## src/verilog/sensor_regs_consts.vh

```
`ifndef SENSOR_REGS_CONSTS_VH
`define SENSOR_REGS_CONSTS_VH
// ---------------------------------------------
// register offsets (word index on the register port)
// ---------------------------------------------
`define OFS_TEMP_LIMIT 5'h07
`define OFS_CONV_PROGRESS 5'h08
`define OFS_FIRST_AXIS 5'h09
`define OFS_SECOND_AXIS 5'h0a
`define OFS_THIRD_AXIS 5'h0b
`define OFS_TEMPERATURE 5'h0c
`define OFS_FRONTEND_DIAG 5'h0d
`define OFS_SYSTEM_DIAG 5'h0e
// ---------------------------------------------
// reset values
// ---------------------------------------------
`define RST_TEMP_LIMIT 16'h6732
`define RST_UPPER_LIMIT 8'h67
`define RST_LOWER_LIMIT 8'h32
`define RST_RESULT 16'h0000
`define RST_FRONTEND_DIAG 16'h8000
// ---------------------------------------------
// field positions
// ---------------------------------------------
`define UPPER_LIMIT_MSB 15
`define UPPER_LIMIT_LSB 8
`define LOWER_LIMIT_MSB 7
`define LOWER_LIMIT_LSB 0
`define RESULTS_VALID_BIT 13
`define FRESH_MSB 12
`define FRESH_LSB 8
`define SET_COUNT_MSB 6
`define SET_COUNT_LSB 4
`define CAUSE_MSB 1
`define CAUSE_LSB 0
`define POWER_UP_BIT 15
`define DIAG_FAIL_MSB 12
`define DIAG_FAIL_LSB 8
`define TRIM_ERR_BIT 1
`define REG_FAULT_BIT 0
// ---------------------------------------------
// interrupt cause codes
// ---------------------------------------------
`define CAUSE_NONE 2'h0
`define CAUSE_FRONTEND 2'h1
`define CAUSE_SYSTEM 2'h2
`define CAUSE_BOTH 2'h3
`endif

```

## src/verilog/diag_flag_bank.v

```verilog
`timescale 1ns/10ps
// sticky clear-on-read flags, one per bit; set beats clear
module diag_flag_bank #(
   parameter WIDTH = 7
) (
   input wire core_clk, // system clock
   input wire rst, // sync reset, active high
   input wire [WIDTH-1:0] reset_value, // constant value taken at reset
   input wire [WIDTH-1:0] set_in, // one-cycle set pulses
   input wire clear_in, // read strobe clears all
   output reg [WIDTH-1:0] flags // sticky flag state
);
   genvar i;
   generate
      for (i = 0; i < WIDTH; i = i + 1) begin : g_flag
         always @(posedge core_clk) begin
            if (rst) begin
               flags[i] <= reset_value[i];
            end else if (set_in[i]) begin
               flags[i] <= 1'b1;
            end else if (clear_in) begin
               flags[i] <= 1'b0;
            end
         end
      end
   endgenerate
endmodule // diag_flag_bank

```

## src/verilog/sensor_result_status_regs.v

```verilog
// How it works
// - Limits are 8-bit two's complement bytes, 4.267 C a step.
// - Reset loads upper limit 67h and lower limit 32h.
// - Valid bit 13 sets on valid data; results hold while it is clear.
// - Bits 12..8 flag angle, temperature, Z, Y and X data as current.
// - Bits 6:4 count completed data sets and wrap.
// - Bits 1:0 give the interrupt cause: none, front-end, system, both.
// - Axis and temperature results are read-only 16-bit, zero at reset.
// - Power-up bit 15 sets after reset, clears on front-end status read.
// - Front-end status bits 12..8 are clear-on-read diagnostic fails.
// - Bit 1 trim error and bit 0 regulator fault are clear-on-read.
// - With latching on, interrupt holds until any status or result register is read.
// - With flag interrupts on, any status bit set raises the interrupt.
`timescale 1ns/10ps
`include "sensor_regs_consts.vh"
module sensor_result_status_regs (
   input wire core_clk, // 40 MHz system clock
   input wire rst, // sync reset, active high
   input wire [4:0] reg_addr, // register index
   input wire reg_wr, // write strobe, one cycle
   input wire [15:0] reg_wdata, // write data
   input wire reg_rd, // read strobe, one cycle
   output reg [15:0] reg_rdata, // read data, valid cycle after reg_rd
   input wire conv_done, // pulse: conversion set complete, data valid
   input wire conv_start, // pulse: new conversion begins
   input wire [4:0] conv_fresh, // angle,temp,z,y,x current in this set
   input wire [15:0] first_axis_in, // new x result
   input wire [15:0] second_axis_in, // new y result
   input wire [15:0] third_axis_in, // new z result
   input wire [15:0] temperature_in, // new temperature result
   input wire [4:0] diag_fail_in, // pulses: front-end,temp,z,y,x diag fail
   input wire trim_err_in, // pulse: trim data error
   input wire regulator_fault_in, // pulse: regulator fault
   input wire [15:0] system_flags_in, // system status from outside
   input wire flag_interrupt_enable, // any-flag interrupt enable
   input wire interrupt_latch_enable, // latch interrupt until read
   input wire result_interrupt_enable, // interrupt on completed set
   output reg [7:0] temp_upper_limit, // upper temperature limit
   output reg [7:0] temp_lower_limit, // lower temperature limit
   output reg interrupt_out, // interrupt request, active high
   output reg system_diag_read // pulse: system status was read
);
   // ---------------------------------------------
   // result holding and conversion progress
   // ---------------------------------------------
   reg [15:0] first_axis_result;
   reg [15:0] second_axis_result;
   reg [15:0] third_axis_result;
   reg [15:0] temperature_result;
   reg results_valid;
   reg [4:0] fresh;
   reg [2:0] set_count;
   wire rd_frontend;
   wire rd_results;
   wire [6:0] fe_set;
   wire [6:0] fe_flags;
   wire [6:0] fe_reset_value;
   wire frontend_any;
   wire system_any;
   reg [1:0] interrupt_cause_code;
   reg result_event;
   reg interrupt_hold;
   wire interrupt_source;
   wire [15:0] frontend_diag_flags;
   wire [15:0] conversion_progress;
   reg [15:0] next_rdata;
   wire rd_system;
   reg power_up;

   // ---------------------------------------------
   // read decode
   // ---------------------------------------------
   // every status or result read may release a latched interrupt
   assign rd_frontend = reg_rd && (reg_addr == `OFS_FRONTEND_DIAG);
   assign rd_system = reg_rd && (reg_addr == `OFS_SYSTEM_DIAG);
   assign rd_results = reg_rd && (reg_addr == `OFS_CONV_PROGRESS ||
      reg_addr == `OFS_FIRST_AXIS || reg_addr == `OFS_SECOND_AXIS ||
      reg_addr == `OFS_THIRD_AXIS || reg_addr == `OFS_TEMPERATURE);

   // ---------------------------------------------
   // result capture
   // ---------------------------------------------
   always @(posedge core_clk) begin
      if (rst) begin
         first_axis_result <= `RST_RESULT;
         second_axis_result <= `RST_RESULT;
         third_axis_result <= `RST_RESULT;
         temperature_result <= `RST_RESULT;
         results_valid <= 1'b0;
         fresh <= 5'h00;
         set_count <= 3'h0;
      end else if (conv_done) begin
         // results only move on a valid set, so old values stand meanwhile
         first_axis_result <= first_axis_in;
         second_axis_result <= second_axis_in;
         third_axis_result <= third_axis_in;
         temperature_result <= temperature_in;
         results_valid <= 1'b1;
         fresh <= conv_fresh;
         set_count <= set_count + 3'h1;
      end else if (conv_start) begin
         results_valid <= 1'b0;
         fresh <= 5'h00;
      end
   end

   // ---------------------------------------------
   // front-end status flags
   // ---------------------------------------------
   // order: front-end, temp, z, y, x, trim, regulator
   assign fe_set = {diag_fail_in, trim_err_in, regulator_fault_in};
   assign fe_reset_value = 7'h00;

   diag_flag_bank #(
      .WIDTH(7)
   ) u_fe_flags (
      .core_clk(core_clk),
      .rst(rst),
      .reset_value(fe_reset_value),
      .set_in(fe_set),
      .clear_in(rd_frontend),
      .flags(fe_flags)
   );

   // power-up has no set source: only a new reset raises it again
   always @(posedge core_clk) begin
      if (rst) begin
         power_up <= 1'b1;
      end else if (rd_frontend) begin
         power_up <= 1'b0;
      end
   end

   // ---------------------------------------------
   // status words
   // ---------------------------------------------
   assign frontend_diag_flags = {power_up, 2'b00, fe_flags[6:2],
      6'b00_0000, fe_flags[1:0]};
   assign frontend_any = |frontend_diag_flags;
   assign system_any = |system_flags_in;

   // power-up counts as a front-end flag until its first read
   always @* begin
      case ({system_any, frontend_any})
         2'b01: interrupt_cause_code = `CAUSE_FRONTEND;
         2'b10: interrupt_cause_code = `CAUSE_SYSTEM;
         2'b11: interrupt_cause_code = `CAUSE_BOTH;
         default: interrupt_cause_code = `CAUSE_NONE;
      endcase
   end

   assign conversion_progress = {2'b00, results_valid, fresh, 1'b0,
      set_count, 2'b00, interrupt_cause_code};

   // ---------------------------------------------
   // temperature limits
   // ---------------------------------------------
   always @(posedge core_clk) begin
      if (rst) begin
         temp_upper_limit <= `RST_UPPER_LIMIT;
         temp_lower_limit <= `RST_LOWER_LIMIT;
      // limits leave as pins for the threshold comparator outside
      end else if (reg_wr && reg_addr == `OFS_TEMP_LIMIT) begin
         // other offsets are read-only, so writes there drop
         temp_upper_limit <= reg_wdata[15:8];
         temp_lower_limit <= reg_wdata[7:0];
      end
   end

   // ---------------------------------------------
   // interrupt
   // ---------------------------------------------
   // result events interrupt only on the completing cycle
   assign interrupt_source =
      (flag_interrupt_enable && (frontend_any || system_any))
      || (result_interrupt_enable && conv_done);

   always @(posedge core_clk) begin
      if (rst) begin
         interrupt_hold <= 1'b0;
         interrupt_out <= 1'b0;
      end else begin
         // a new source wins over the read that would release it
         if (interrupt_source && interrupt_latch_enable) begin
            interrupt_hold <= 1'b1;
         end else if (rd_frontend || rd_results || rd_system ||
            !interrupt_latch_enable) begin
            interrupt_hold <= 1'b0;
         end
         // registered pin: one cycle behind its source, but glitch free
         interrupt_out <= interrupt_source ||
            (interrupt_hold && interrupt_latch_enable);
      end
   end

   // ---------------------------------------------
   // read path
   // ---------------------------------------------
   always @* begin
      case (reg_addr)
         `OFS_TEMP_LIMIT: next_rdata = {temp_upper_limit, temp_lower_limit};
         `OFS_CONV_PROGRESS: next_rdata = conversion_progress;
         `OFS_FIRST_AXIS: next_rdata = first_axis_result;
         `OFS_SECOND_AXIS: next_rdata = second_axis_result;
         `OFS_THIRD_AXIS: next_rdata = third_axis_result;
         `OFS_TEMPERATURE: next_rdata = temperature_result;
         `OFS_FRONTEND_DIAG: next_rdata = frontend_diag_flags;
         `OFS_SYSTEM_DIAG: next_rdata = system_flags_in;
         default: next_rdata = 16'h0000;
      endcase
   end

   // rdata holds between reads so the host may take it late
   always @(posedge core_clk) begin
      if (rst) begin
         reg_rdata <= 16'h0000;
         system_diag_read <= 1'b0;
      end else begin
         system_diag_read <= rd_system;
         if (reg_rd) begin
            reg_rdata <= next_rdata;
         end
      end
   end
endmodule // sensor_result_status_regs
```

## config.mk

```make
export PLATFORM = sky130hd
export DESIGN_NAME = sensor_result_status_regs
export DESIGN_NICKNAME = d
export VERILOG_FILES = /design/src/verilog/diag_flag_bank.v /design/src/verilog/sensor_result_status_regs.v
export VERILOG_INCLUDE_DIRS = /design/src /design/src/verilog
export SDC_FILE = /design/constraint.sdc
export NUM_CORES = 1
export LEC_CHECK = 0
export ABC_AREA = 0
export BUFFER_PORTS_ARGS = -buffer_cell sky130_fd_sc_hd__buf_4
export CORE_UTILIZATION = 47
export DETAILED_ROUTE_END_ITERATION = 7
export PLACE_DENSITY = 0.79
export SLEW_MARGIN = 0
export SYNTH_ARGS = -nofsm -noshare
export SYNTH_HDL_FRONTEND = slang
export SYNTH_HIERARCHICAL = 1
export SYNTH_SLANG_ARGS = --single-unit
```

## constraint.sdc

```tcl
create_clock -name core_clk -period 1.45 [get_ports core_clk]
set_input_delay 0.0725 -clock core_clk [delete_from_list [all_inputs] [get_ports core_clk]]
set_output_delay 0.0725 -clock core_clk [all_outputs]
set_load 0.02 [all_outputs]
```

; ---- Word-level counts from Yosys, hierarchy flattened
; Index checks and enable logic that the tools add are counted.
[totals]
input_bits = 122
output_inout_bits = 34
register_bits = 116
wordCells = 79
[op_classes]
muxes = 16
addsub = 1
n_reduce_logical = 30
eq_ne = 11
[ops]
columns = op, count
row1 = one-hot mux 16 bit (8 select lines), 1
row2 = "== test 5 x 4 -> 1 bit, second input constant", 7
row3 = nonzero test 2 bit, 9
row4 = OR reduction 16 bit, 1
row5 = 2-to-1 mux 1 bit, 12
row6 = logical OR 1 bit, 10
row7 = 2-to-1 mux 5 bit, 2
row8 = logical AND 1 bit, 8
row9 = OR reduction 8 bit, 1
row10 = one-hot mux 2 bit (3 select lines), 1
row11 = "== test 5 x 3 -> 1 bit, second input constant", 1
row12 = "== test 2 bit, second input constant", 2
row13 = "adder 3 x 1 -> 3 bit, second input constant", 1
row14 = "== test 2 x 1 -> 1 bit, second input constant", 1
row15 = logical NOT 1 bit, 1

; ---- Depth between registers and ports, before layout
; Gate-level depths: netlist of run 1.
[logic_depth]
word_depth = 11
depth_mapped = 8
depth_no_buf = 4

; ---- By module
; The synthesis of run 1 kept the hierarchy.
[by_module_without_submodules]
columns = module, area_per_inst_um2, cells_each, n_inst
row1 = sensor_result_status_regs, 4909.7, 534, 1
row2 = diag_flag_bank, 349.1, 22, 1

; ---- Worst setup path after synthesis of run 1
; No wires, ideal clock.
[synth_path]
kind = input port to flip-flop
start = input port reg_addr[2]
end = register reg_rdata[0]
slack_ns = 0.048
path_stages = 6
arrival_time_ns = 1.307
setup_time_ns = 0.095
required_time_ns = 1.355
cell_sequence = buf_6 or4b_4 buf_6 nor2_8 a2111oi_0 a221oi_1
[synth_via]
elab_chain_cells = 2
[synth_lines]
columns = item, line
row1 = "start, declared", sensor_result_status_regs.v:19  ; input wire [4:0] reg_addr,
row2 = == test 5 x 4 -> 1 bit / == test 5 x 3 -> 1 bit (equally long branches), sensor_result_status_regs.v:200  ; case (reg_addr)
row3 = one-hot mux 16 bit (8 select lines) (*), sensor_result_status_regs.v:200
row4 = "end signal, assigned", sensor_result_status_regs.v:221  ; reg_rdata <= next_rdata;
row5 = "end, declared", sensor_result_status_regs.v:23  ; output reg [15:0] reg_rdata,
; Mark *: on every way between the ends. The rest lies on a longest branch, timed or not.
; A chain may end at the register's enable or synchronous reset.

; ---- Worst setup path after layout of run 1
[layout_path]
start = register u_fe_flags.flags[6]
end = register reg_rdata[0]
[layout_via]
elab_chain_cells = 4
[layout_lines]
columns = item, line
row1 = "start, declared", diag_flag_bank.v:11  ; output reg [WIDTH-1:0] flags
row2 = "start signal, assigned by index", diag_flag_bank.v:18  ; flags[i] <= reset_value[i];
row3 = OR reduction 8 bit (*), sensor_result_status_regs.v:139  ; assign frontend_any = |frontend_diag_flags;
row4 = == test 2 bit / == test 2 x 1 -> 1 bit (equally long branches), sensor_result_status_regs.v:144  ; case ({system_any, frontend_any})
row5 = one-hot mux 2 bit (3 select lines) (*), sensor_result_status_regs.v:144
row6 = one-hot mux 16 bit (8 select lines) (*), sensor_result_status_regs.v:200
; Marks and branches as above.

==> impl_metrics.prom, run 1 <==
# TYPE chip_impl_metric gauge
chip_impl_info{name="cts_tree",value="yes"} 1
chip_impl_info{name="timing.critical_path.cells",value="nor4_4 > a211oi_1 > a2111oi_1 > a221oi_1"} 1
chip_impl_metric{name="floorplan.die.width",unit="um"} 108
chip_impl_metric{name="final_period_minus_worst_setup_slack",unit="ps"} 1430
chip_impl_metric{name="yosysTopAreaCellShare",unit="%"} 41.5
chip_impl_metric{name="post_layout_nonfiller_instances",unit=""} 998
chip_impl_metric{name="detailroute.wirelength.met2",unit="um"} 9630
chip_impl_metric{name="dpl_cell_area",unit="um^2"} 6750
chip_impl_metric{name="timing.final.hold_violations",unit=""} 0
chip_impl_metric{name="insertedDiodeCount",unit=""} 0
chip_impl_metric{name="synth-edff-count",unit=""} 7
chip_impl_metric{name="htreeDepth",unit=""} 4
chip_impl_metric{name="hpwl",unit="um"} 12300
chip_impl_metric{name="vias_per_cell",unit=""} 5.72
chip_impl_metric{name="worst-endpoint-arrival",unit="ps"} 1820
chip_impl_info{name="path_delay_family",value="compound AO/OA/AOI/OAI gates"} 1
chip_impl_info{name="postSynth.topFlopCell",value="dfxtp_1"} 1
chip_impl_info{name="largest_area_contributor_in_the_netlist",value="dfxtp_1"} 1
chip_impl_metric{name="cap_viol_max_count",unit=""} 0
chip_impl_metric{name="numPortBuffers",unit=""} 155
chip_impl_metric{name="first_global_vias",unit=""} 5825
chip_impl_metric{name="synth_area_per_cell",unit="um^2"} 9.46
chip_impl_metric{name="floorplan.die_area",unit="um^2"} 11600
chip_impl_metric{name="critPathBufInv",unit=""} 0
chip_impl_metric{name="grt_first_pass_wirelength",unit="um"} 30200
chip_impl_metric{name="synth_xor_area_share",unit="%"} 0.500
chip_impl_metric{name="finalMaxSlewViolations",unit=""} 0
chip_impl_info{name="category_of_the_worst_setup_path_capture_point",value="flip-flop"} 1
chip_impl_metric{name="globalRoute.totalOverflow",unit=""} 0
chip_impl_metric{name="fmax",unit="MHz"} 698
chip_impl_metric{name="synth_fa_ha_area_share",unit="%"} 0.238
chip_impl_metric{name="track_usage",unit="%"} 35.0
chip_impl_metric{name="drt-total-wl",unit="um"} 19700
chip_impl_metric{name="wirelength_met1",unit="um"} 7410
chip_impl_metric{name="fin_setup_tns",unit="ps"} 0
chip_impl_info{name="rsz0062_at_grt",value="true"} 1
chip_impl_metric{name="dpl.cell_count",unit=""} 850
chip_impl_info{name="status",value="finished clean"} 1
chip_impl_metric{name="final.period_utilization",unit="%"} 98.8
chip_impl_metric{name="vdd.ir_drop.worst",unit="V"} 0.000636
chip_impl_info{name="critical-path-slowest-cell",value="edfxtp_1"} 1
chip_impl_metric{name="crit_path_max_incr_delay",unit="ps"} 440
chip_impl_metric{name="placement_rows",unit=""} 38
chip_impl_info{name="combinational_family_with_the_most_area_after_synthesis",value="simple AND/OR/NAND/NOR gates"} 1
chip_impl_metric{name="route.vias.total",unit=""} 5713
chip_impl_metric{name="met3RoutedLength",unit="um"} 1640
chip_impl_metric{name="drt-pass1-iter-count",unit=""} 8
chip_impl_metric{name="fin_area",unit="um^2"} 8560
chip_impl_metric{name="cts.path.max_buffers",unit=""} 2
chip_impl_metric{name="floorplan.core_area",unit="um^2"} 10900
chip_impl_info{name="setup.worst_path.class",value="reg2reg"} 1
chip_impl_metric{name="postLayoutCoreUtil",unit="%"} 78.6
chip_impl_metric{name="seq_area_frac_synth",unit="%"} 45.5
chip_impl_metric{name="post-route-drc-count",unit=""} 0
chip_impl_metric{name="clock-skew-final",unit="ps"} 7.29
chip_impl_metric{name="initialDrtViolationCount",unit=""} 575
chip_impl_metric{name="die-height",unit="um"} 108
chip_impl_metric{name="setup_viol",unit=""} 0
chip_impl_metric{name="yosysWarnings",unit=""} 6
chip_impl_metric{name="grt_max_degree",unit=""} 90
chip_impl_metric{name="leakage",unit="nW"} 3.84
chip_impl_metric{name="final_layout_size_suffix_gt1_share",unit="%"} 28.4
chip_impl_info{name="clock-root-buffer",value="clkbuf_8"} 1
chip_impl_metric{name="insertion_delay",unit="ps"} 520
chip_impl_metric{name="fin_nets",unit=""} 968
chip_impl_info{name="hold_class",value="in2reg"} 1
chip_impl_info{name="topRoutingLayerUsed",value="met4"} 1
chip_impl_metric{name="synth_compound_area_share",unit="%"} 12.0
chip_impl_metric{name="async_reset_ff_share",unit="%"} 0
chip_impl_metric{name="worst_slack",unit="ps"} 17.0
chip_impl_metric{name="post_synth_and_or_nand_nor_area_fraction",unit="%"} 20.7
chip_impl_metric{name="powerDensity",unit="nW/um^2"} 1040
chip_impl_metric{name="critPathRequiredTime",unit="ps"} 1830
chip_impl_metric{name="routedWlPerCell",unit="um"} 19.7
chip_impl_metric{name="tritoncts.num_buffers",unit=""} 17
chip_impl_metric{name="tightestPinTransition",unit="ps"} 589
chip_impl_metric{name="detailedPlace.worstSlack",unit="ps"} -130
chip_impl_metric{name="total_power",unit="mW"} 8.94
chip_impl_info{name="cp-start-kind",value="flip-flop"} 1
chip_impl_metric{name="finalWeightedCongestion",unit=""} 0.917
chip_impl_metric{name="whs",unit="ps"} 31.9
chip_impl_metric{name="syn_to_final_growth",unit="%"} 62.8
chip_impl_metric{name="tritoncts_num_sinks",unit=""} 116
chip_impl_metric{name="ant_nets",unit=""} 0
chip_impl_metric{name="filler_cell_count",unit=""} 629
chip_impl_metric{name="number_of_antenna_violations_at_the_first_check_in_global_routing",unit=""} 0
chip_impl_info{name="synthTopCellsByArea",value="dfxtp_1 (41%), mux2i_1 (15%), nor2_1 (5.7%)"} 1
chip_impl_metric{name="clk_pin_slew",unit="ps"} 60
chip_impl_metric{name="synth-seq-cells",unit=""} 116
chip_impl_metric{name="worstPathMaxFanout",unit=""} 2
chip_impl_metric{name="synth_cells",unit=""} 556
chip_impl_metric{name="library_cells_used_by_synthesis",unit=""} 50
chip_impl_metric{name="design.portCount",unit=""} 156
chip_impl_metric{name="syn_area",unit="um^2"} 5260
chip_impl_metric{name="starting_density_of_the_core",unit="%"} 48.3
chip_impl_metric{name="timing.max_slew.rel_slack",unit="%"} 60.8
chip_impl_metric{name="synth_mux_area_share",unit="%"} 16.6
[placed cells by master, fill, tap and decap left out, types with 3 or more instances in the layout]
master / count
a221oi_1: 15
mux2i_1: 78
nand2_1: 38
bufinv_16: 3
inv_1: 10
a21oi_1: 22
buf_4: 185
nor3b_1: 4
edfxtp_1: 7
a311oi_1: 4
a222oi_1: 5
a22oi_1: 10
nand3_1: 3
o21ai_0: 6
and3_1: 23
nand2b_1: 10
dfxtp_1: 109
o21ai_1: 4
dlygate4sd3_1: 116
nor3_1: 4
or3_2: 4
a2111oi_0: 9
mux2_2: 8
nor4_1: 3
clkinvlp_4: 5
conb_1: 7
buf_12: 5
clkbuf_1: 3
clkbuf_16: 17
or3_1: 3
nor2_1: 80
nand3b_1: 11
nor2b_1: 9
a211oi_1: 4
[cell type report]
type	instances	area, um^2	area share (%)
inverters	10	37.5	0.438
well taps	140	175	2.05
multi-input cells	394	2710	31.6
clock buffers	21	450	5.26
clock inverters	11	150	1.75
repair buffers	306	2650	31.0
flip-flops and latches	116	2390	27.9
[Yosys cell counts (2+ instances only)]
cell / instances
a311oi_1: 5
a22oi_1: 10
buf_1: 4
inv_1: 10
or3_1: 3
nor2b_1: 9
a2111oi_0: 11
a222oi_1: 5
a221oi_1: 15
nand3_1: 3
nor2_8: 2
xnor2_1: 2
nand4_1: 2
mux2_2: 8
o21ai_1: 3
nand2b_1: 10
buf_6: 3
nand4bb_1: 2
dfxtp_1: 109
nor2_1: 80
o22ai_1: 2
nor3b_1: 5
buf_2: 8
a21oi_1: 22
nor3_1: 4
and3_1: 23
a211oi_1: 4
edfxtp_1: 7
or3_2: 4
nand2_1: 39
clkbuf_1: 25
o21ai_0: 7
nor4_1: 6
nand3b_1: 11
mux2i_1: 78
[power by group]
group,leakage (nW),total [mW],internal (mW),switching (mW)
Clock,0.276,4.23,2.72,1.50
Combinational,2.60,1.22,0.689,0.527
Sequential,0.965,3.50,3.38,0.122
Total,3.84,8.94,6.79,2.15
[path summary, 6_finish.rpt]
check / to / from / slack [ps] / depth (start not counted)
setup / recovery: reg_rdata[0] / u_fe_flags/flags[6] / 20 / 4
hold / removal: reg_rdata[6] / system_flags_in[6] / 30 / 3
setup reg to reg: reg_rdata[0] / u_fe_flags/flags[6] / 20 / 4
hold reg to reg: temp_lower_limit[4] / temp_lower_limit[4] / 490 / 2
[worst reg2reg max path, cell delays in order, from the launching register on]
cell	delay (ps)
edfxtp_1	440
nor4_4	340
a211oi_1	110
a2111oi_1	270
a221oi_1	130
[routing by layer]
metal	GRT usage, %	vias up
li1	-	2586
met1	40.5	2681
met2	60.6	351
met3	7.93	95
met4	16.8	0
met5	0	-
[sequential cells by signal, indices dropped and copies added (netlist names)]
| name | count |
|---|---|
| set_count | 3 |
| interrupt_hold | 1 |
| reg_rdata | 16 |
| results_valid | 1 |
| power_up | 1 |
| third_axis_result | 16 |
| u_fe_flags/flags | 7 |
| system_diag_read | 1 |
| first_axis_result | 16 |
| second_axis_result | 16 |
| temperature_result | 16 |
| temp_upper_limit | 8 |
| interrupt_out | 1 |
| temp_lower_limit | 8 |
| fresh | 5 |
[kinds of logic after synthesis]
logic type | Yosys count
AOI/OAI and AO/OA | 88
DFF | 116
and+or+nand+nor | 209
buffers and inverters | 52
xor gates and xnor gates | 3
adders and majority gates | 1
other | 1
muxes | 86
[what timing repair did]
action / in CTS / in global routing
setup endpoints to repair: 3 / 15
setup buffers: 0 / 0
hold buffers: 116 / 0
resized for setup: 3 / 9
hold endpoints to repair: 106 / 0
pin swaps: 0 / 0
(Power assumes the default switching activity.)
==> inputs of run 2 (changes only) <==
- CORE_UTILIZATION: 47 -> 48
- CTS_BUF_LIST: default -> sky130_fd_sc_hd__clkbuf_2
- PLACE_DENSITY: 0.79 -> 0.8
==> impl_metrics.prom, run 2 <==
# TYPE chip_impl_metric gauge
chip_impl_info{name="status",value="did not finish"} 1
chip_impl_info{name="last-stage-reached",value="clock tree synthesis (4_1_cts)"} 1
chip_impl_info{name="firstError",value="[ERROR RSZ-0060] Max buffer count reached."} 1
chip_impl_metric{name="numPortBuffers",unit=""} 155
chip_impl_info{name="synthTopCellsByArea",value="dfxtp_1 (41%), mux2i_1 (15%), nor2_1 (5.7%)"} 1
chip_impl_info{name="clock-root-buffer",value="clkbuf_2"} 1
chip_impl_metric{name="tritoncts_num_sinks",unit=""} 116
chip_impl_metric{name="finalWeightedCongestion",unit=""} 0.878
chip_impl_metric{name="placement_rows",unit=""} 37
chip_impl_metric{name="tritoncts.num_buffers",unit=""} 17
chip_impl_info{name="top_cell_types_by_occurrence_after_synthesis",value="dfxtp_1 (109), nor2_1 (80), mux2i_1 (78)"} 1
chip_impl_metric{name="yosysTopAreaCellShare",unit="%"} 41.5
chip_impl_metric{name="postCtsHoldBufs",unit=""} 178
chip_impl_metric{name="synth_area_per_cell",unit="um^2"} 9.46
chip_impl_metric{name="library_cells_used_by_synthesis",unit=""} 50
chip_impl_metric{name="dpl.cell_count",unit=""} 852
chip_impl_metric{name="dpl_cell_area",unit="um^2"} 6780
chip_impl_metric{name="starting_density_of_the_core",unit="%"} 50.3
chip_impl_info{name="largest_area_contributor_in_the_netlist",value="dfxtp_1"} 1
chip_impl_metric{name="die-height",unit="um"} 107
chip_impl_metric{name="htreeDepth",unit=""} 4
chip_impl_metric{name="synth-edff-count",unit=""} 7
chip_impl_metric{name="count_of_instances_resized_after_the_clock_tree_is_built",unit=""} 5
chip_impl_metric{name="seq_area_frac_synth",unit="%"} 45.5
chip_impl_metric{name="synth-seq-cells",unit=""} 116
chip_impl_metric{name="hpwl",unit="um"} 13200
chip_impl_info{name="postSynth.topFlopCell",value="dfxtp_1"} 1
chip_impl_metric{name="design.portCount",unit=""} 156
chip_impl_metric{name="floorplan.die.width",unit="um"} 107
chip_impl_metric{name="async_reset_ff_share",unit="%"} 0
chip_impl_metric{name="cts.path.max_buffers",unit=""} 2
chip_impl_metric{name="yosysWarnings",unit=""} 6
chip_impl_metric{name="post-cts-setup-buffer-count",unit=""} 0
chip_impl_metric{name="syn_area",unit="um^2"} 5260
chip_impl_metric{name="synth_cells",unit=""} 556
chip_impl_info{name="synth_most_common_cell",value="dfxtp_1"} 1
## run 2: kinds of logic after synthesis
| group | share of synthesized area (%) |
|---|---|
| other | 0.0713 |
| xor gates and xnor gates | 0.500 |
| adders and majority gates | 0.238 |
| and+or+nand+nor | 20.7 |
| DFF | 45.5 |
| AOI/OAI and AO/OA | 12.0 |
| muxes | 16.6 |
| buffers and inverters | 4.43 |
## run 2: metrics by stage
| stage | TNS, ps | worst slack [ps] | util, % | hold slack, ps |
|---|---|---|---|---|
| after floorplan | 0 | 48.0 | - | 185 |
| after global placement | -1110 | -86.2 | 64.8 | 286 |
| after detailed placement | -2810 | -228 | 64.8 | 290 |
==> inputs of run 3 (changes only) <==
- CORE_UTILIZATION: 48 -> 40
- CTS_BUF_LIST: sky130_fd_sc_hd__clkbuf_2 -> default
- PLACE_DENSITY: 0.8 -> default
- PLACE_DENSITY_LB_ADDON: default -> 0.15
- clock period: 1.45 -> 1.9 ns (I/O delays scaled with it)
==> impl_metrics.prom, run 3 (same netlist as run 1, synthesis figures left out) <==
# TYPE chip_impl_metric gauge
chip_impl_metric{name="initialDrtViolationCount",unit=""} 473
chip_impl_info{name="setup.worst_path.class",value="reg2reg"} 1
chip_impl_info{name="status",value="finished clean"} 1
chip_impl_metric{name="first_global_vias",unit=""} 4982
chip_impl_info{name="category_of_the_worst_setup_path_capture_point",value="flip-flop"} 1
chip_impl_metric{name="grt_max_degree",unit=""} 45
chip_impl_info{name="most-common-layout-cells",value="buf_4 (169), dfxtp_1 (109), dlygate4sd3_1 (94)"} 1
chip_impl_metric{name="multi_input_area",unit="um^2"} 2660
chip_impl_metric{name="hpwl",unit="um"} 12500
chip_impl_info{name="rr_startpoint",value="u_fe_flags/flags[6]"} 1
chip_impl_metric{name="placement_rows",unit=""} 41
chip_impl_metric{name="worst-endpoint-arrival",unit="ps"} 1850
chip_impl_metric{name="numPortBuffers",unit=""} 155
chip_impl_info{name="clock-root-buffer",value="clkbuf_16"} 1
chip_impl_metric{name="finalMaxSlewViolations",unit=""} 0
chip_impl_metric{name="cap_viol_max_count",unit=""} 0
chip_impl_info{name="mostFrequentLayoutCell",value="buf_4"} 1
chip_impl_metric{name="critPathBufInv",unit=""} 0
chip_impl_info{name="cp-start-kind",value="flip-flop"} 1
chip_impl_metric{name="reg_to_reg_setup_timing_slack",unit="ps"} 320
chip_impl_metric{name="powerDensity",unit="nW/um^2"} 833
chip_impl_info{name="critical-path-slowest-cell",value="nor4_1"} 1
chip_impl_metric{name="setup_viol",unit=""} 0
chip_impl_metric{name="timing.max_slew.rel_slack",unit="%"} 51.5
chip_impl_metric{name="vias_per_cell",unit=""} 5.27
chip_impl_metric{name="grt_first_pass_wirelength",unit="um"} 26800
chip_impl_metric{name="final.period_utilization",unit="%"} 83.1
chip_impl_metric{name="area.sequential",unit="um^2"} 2390
chip_impl_metric{name="crit_path_max_incr_delay",unit="ps"} 450
chip_impl_metric{name="final_layout_size_suffix_gt1_share",unit="%"} 26.8
chip_impl_metric{name="clock-skew-final",unit="ps"} 9.55
chip_impl_metric{name="insertedDiodeCount",unit=""} 0
chip_impl_metric{name="starting_density_of_the_core",unit="%"} 41.3
chip_impl_metric{name="worst_r2r_path_depth",unit=""} 4
chip_impl_metric{name="fmax",unit="MHz"} 633
chip_impl_metric{name="design.portCount",unit=""} 156
chip_impl_metric{name="tightestPinTransition",unit="ps"} 709
chip_impl_info{name="hold_class",value="in2reg"} 1
chip_impl_metric{name="number_of_antenna_violations_at_the_first_check_in_global_routing",unit=""} 0
chip_impl_metric{name="postLayoutCoreUtil",unit="%"} 64.2
chip_impl_metric{name="htreeDepth",unit=""} 4
chip_impl_metric{name="drt-total-wl",unit="um"} 17900
chip_impl_info{name="endpoint_of_the_most_critical_setup_path",value="reg_rdata[0]"} 1
chip_impl_info{name="rsz0062_at_grt",value="false"} 1
chip_impl_metric{name="ant_nets",unit=""} 0
chip_impl_metric{name="fin_nets",unit=""} 927
chip_impl_metric{name="timing.final.hold_violations",unit=""} 0
chip_impl_metric{name="final_period_minus_worst_setup_slack",unit="ps"} 1580
chip_impl_metric{name="leakage",unit="nW"} 3.66
chip_impl_metric{name="routedWlPerCell",unit="um"} 18.1
chip_impl_metric{name="worstPathMaxFanout",unit=""} 2
chip_impl_metric{name="die-height",unit="um"} 117
chip_impl_metric{name="floorplan.die_area",unit="um^2"} 13600
chip_impl_metric{name="post-route-drc-count",unit=""} 0
chip_impl_metric{name="tritoncts.num_buffers",unit=""} 17
chip_impl_metric{name="floorplan.die.width",unit="um"} 117
chip_impl_info{name="path_delay_family",value="compound AO/OA/AOI/OAI gates"} 1
chip_impl_metric{name="drt-pass1-iter-count",unit=""} 5
chip_impl_metric{name="fin_setup_tns",unit="ps"} 0
chip_impl_metric{name="insertion_delay",unit="ps"} 410
chip_impl_metric{name="post-cts-setup-buffer-count",unit=""} 0
chip_impl_metric{name="whs",unit="ps"} 26.0
chip_impl_info{name="crit_start",value="u_fe_flags/flags[6]"} 1
chip_impl_metric{name="route.vias.total",unit=""} 5210
chip_impl_metric{name="cp_num_cells",unit=""} 4
chip_impl_metric{name="floorplan.core_area",unit="um^2"} 12700
chip_impl_metric{name="filler_cell_count",unit=""} 1063
chip_impl_metric{name="globalRoute.totalOverflow",unit=""} 0
chip_impl_metric{name="vdd.ir_drop.worst",unit="V"} 0.000620
chip_impl_info{name="cts_tree",value="yes"} 1
chip_impl_metric{name="syn_to_final_growth",unit="%"} 55.4
chip_impl_metric{name="cts.path.max_buffers",unit=""} 2
chip_impl_info{name="r2r_end",value="reg_rdata[0]"} 1
chip_impl_metric{name="critPathRequiredTime",unit="ps"} 2170
chip_impl_metric{name="track_usage",unit="%"} 26.9
chip_impl_metric{name="tritoncts_num_sinks",unit=""} 116
chip_impl_metric{name="finalWeightedCongestion",unit=""} 0.875
chip_impl_info{name="timing.critical_path.cells",value="nor4_1 > a211oi_1 > a2111oi_0 > a221oi_1"} 1
chip_impl_metric{name="clk_pin_slew",unit="ps"} 50
-- run 3: worst min-delay path by stage --
stage	startpoint	endpoint	slack, ps	cells after the start
5_1_grt	flag_interrupt_enable	interrupt_out	20	3
4_1_cts	flag_interrupt_enable	interrupt_out	10	3
3_5_place_dp	reg_wdata[4]	temp_lower_limit[4]	310	3
3_3_place_gp	reg_wdata[4]	temp_lower_limit[4]	310	3
2_1_floorplan	interrupt_latch_enable	interrupt_hold	210	2
6_report	flag_interrupt_enable	interrupt_out	30	3
-- run 3: timing repair --
item                       4_1_cts  5_1_grt
hold buffers                    94        0
hold endpoints to repair       101        0
gates resized for setup          0        0
setup endpoints to repair        0        0
-- run 3: final cells by class --
class	count	area share, %
multi-input cells	394	32.5
flip-flops and latches	116	29.3
repair buffers	265	27.5
clock buffers	22	6.06
well taps	172	2.63
clock inverters	10	1.53
inverters	10	0.459
-- run 3: metal layers --
layer,vias up,wire (um),track usage (%)
li1,2501,-,-
met1,2460,7930,35.4
met2,221,8230,43.1
met3,28,1240,4.98
met4,0,474,12.2
met5,-,0,0
-- run 3: worst reg2reg max path, delay by kind of cell (launching register included) --
family	cells	cell delay [ps]
and+or+nand+nor	1	460
DFF	1	410
AOI/OAI and AO/OA	3	570
-- run 3: where the power goes --
| part | leakage [nW] | internal [mW] | switching (mW) |
|---|---|---|---|
| registers | 0.965 | 2.58 | 0.0859 |
| logic | 2.38 | 0.474 | 0.360 |
| clock network | 0.314 | 2.23 | 1.08 |
-- run 3: metrics by stage --
step | cell area (um^2) | worst slack (ps) | power, mW | std cells
after floorplan | 5280 | 475 | 3.03 | 562
after global placement | 6610 | 156 | 3.37 | 863
after detailed placement | 6610 | 162 | 3.38 | 863
after CTS | 8170 | 316 | 6.83 | 989
after global routing | 8170 | 183 | 7.03 | 989
final | 8170 | 321 | 6.81 | 989
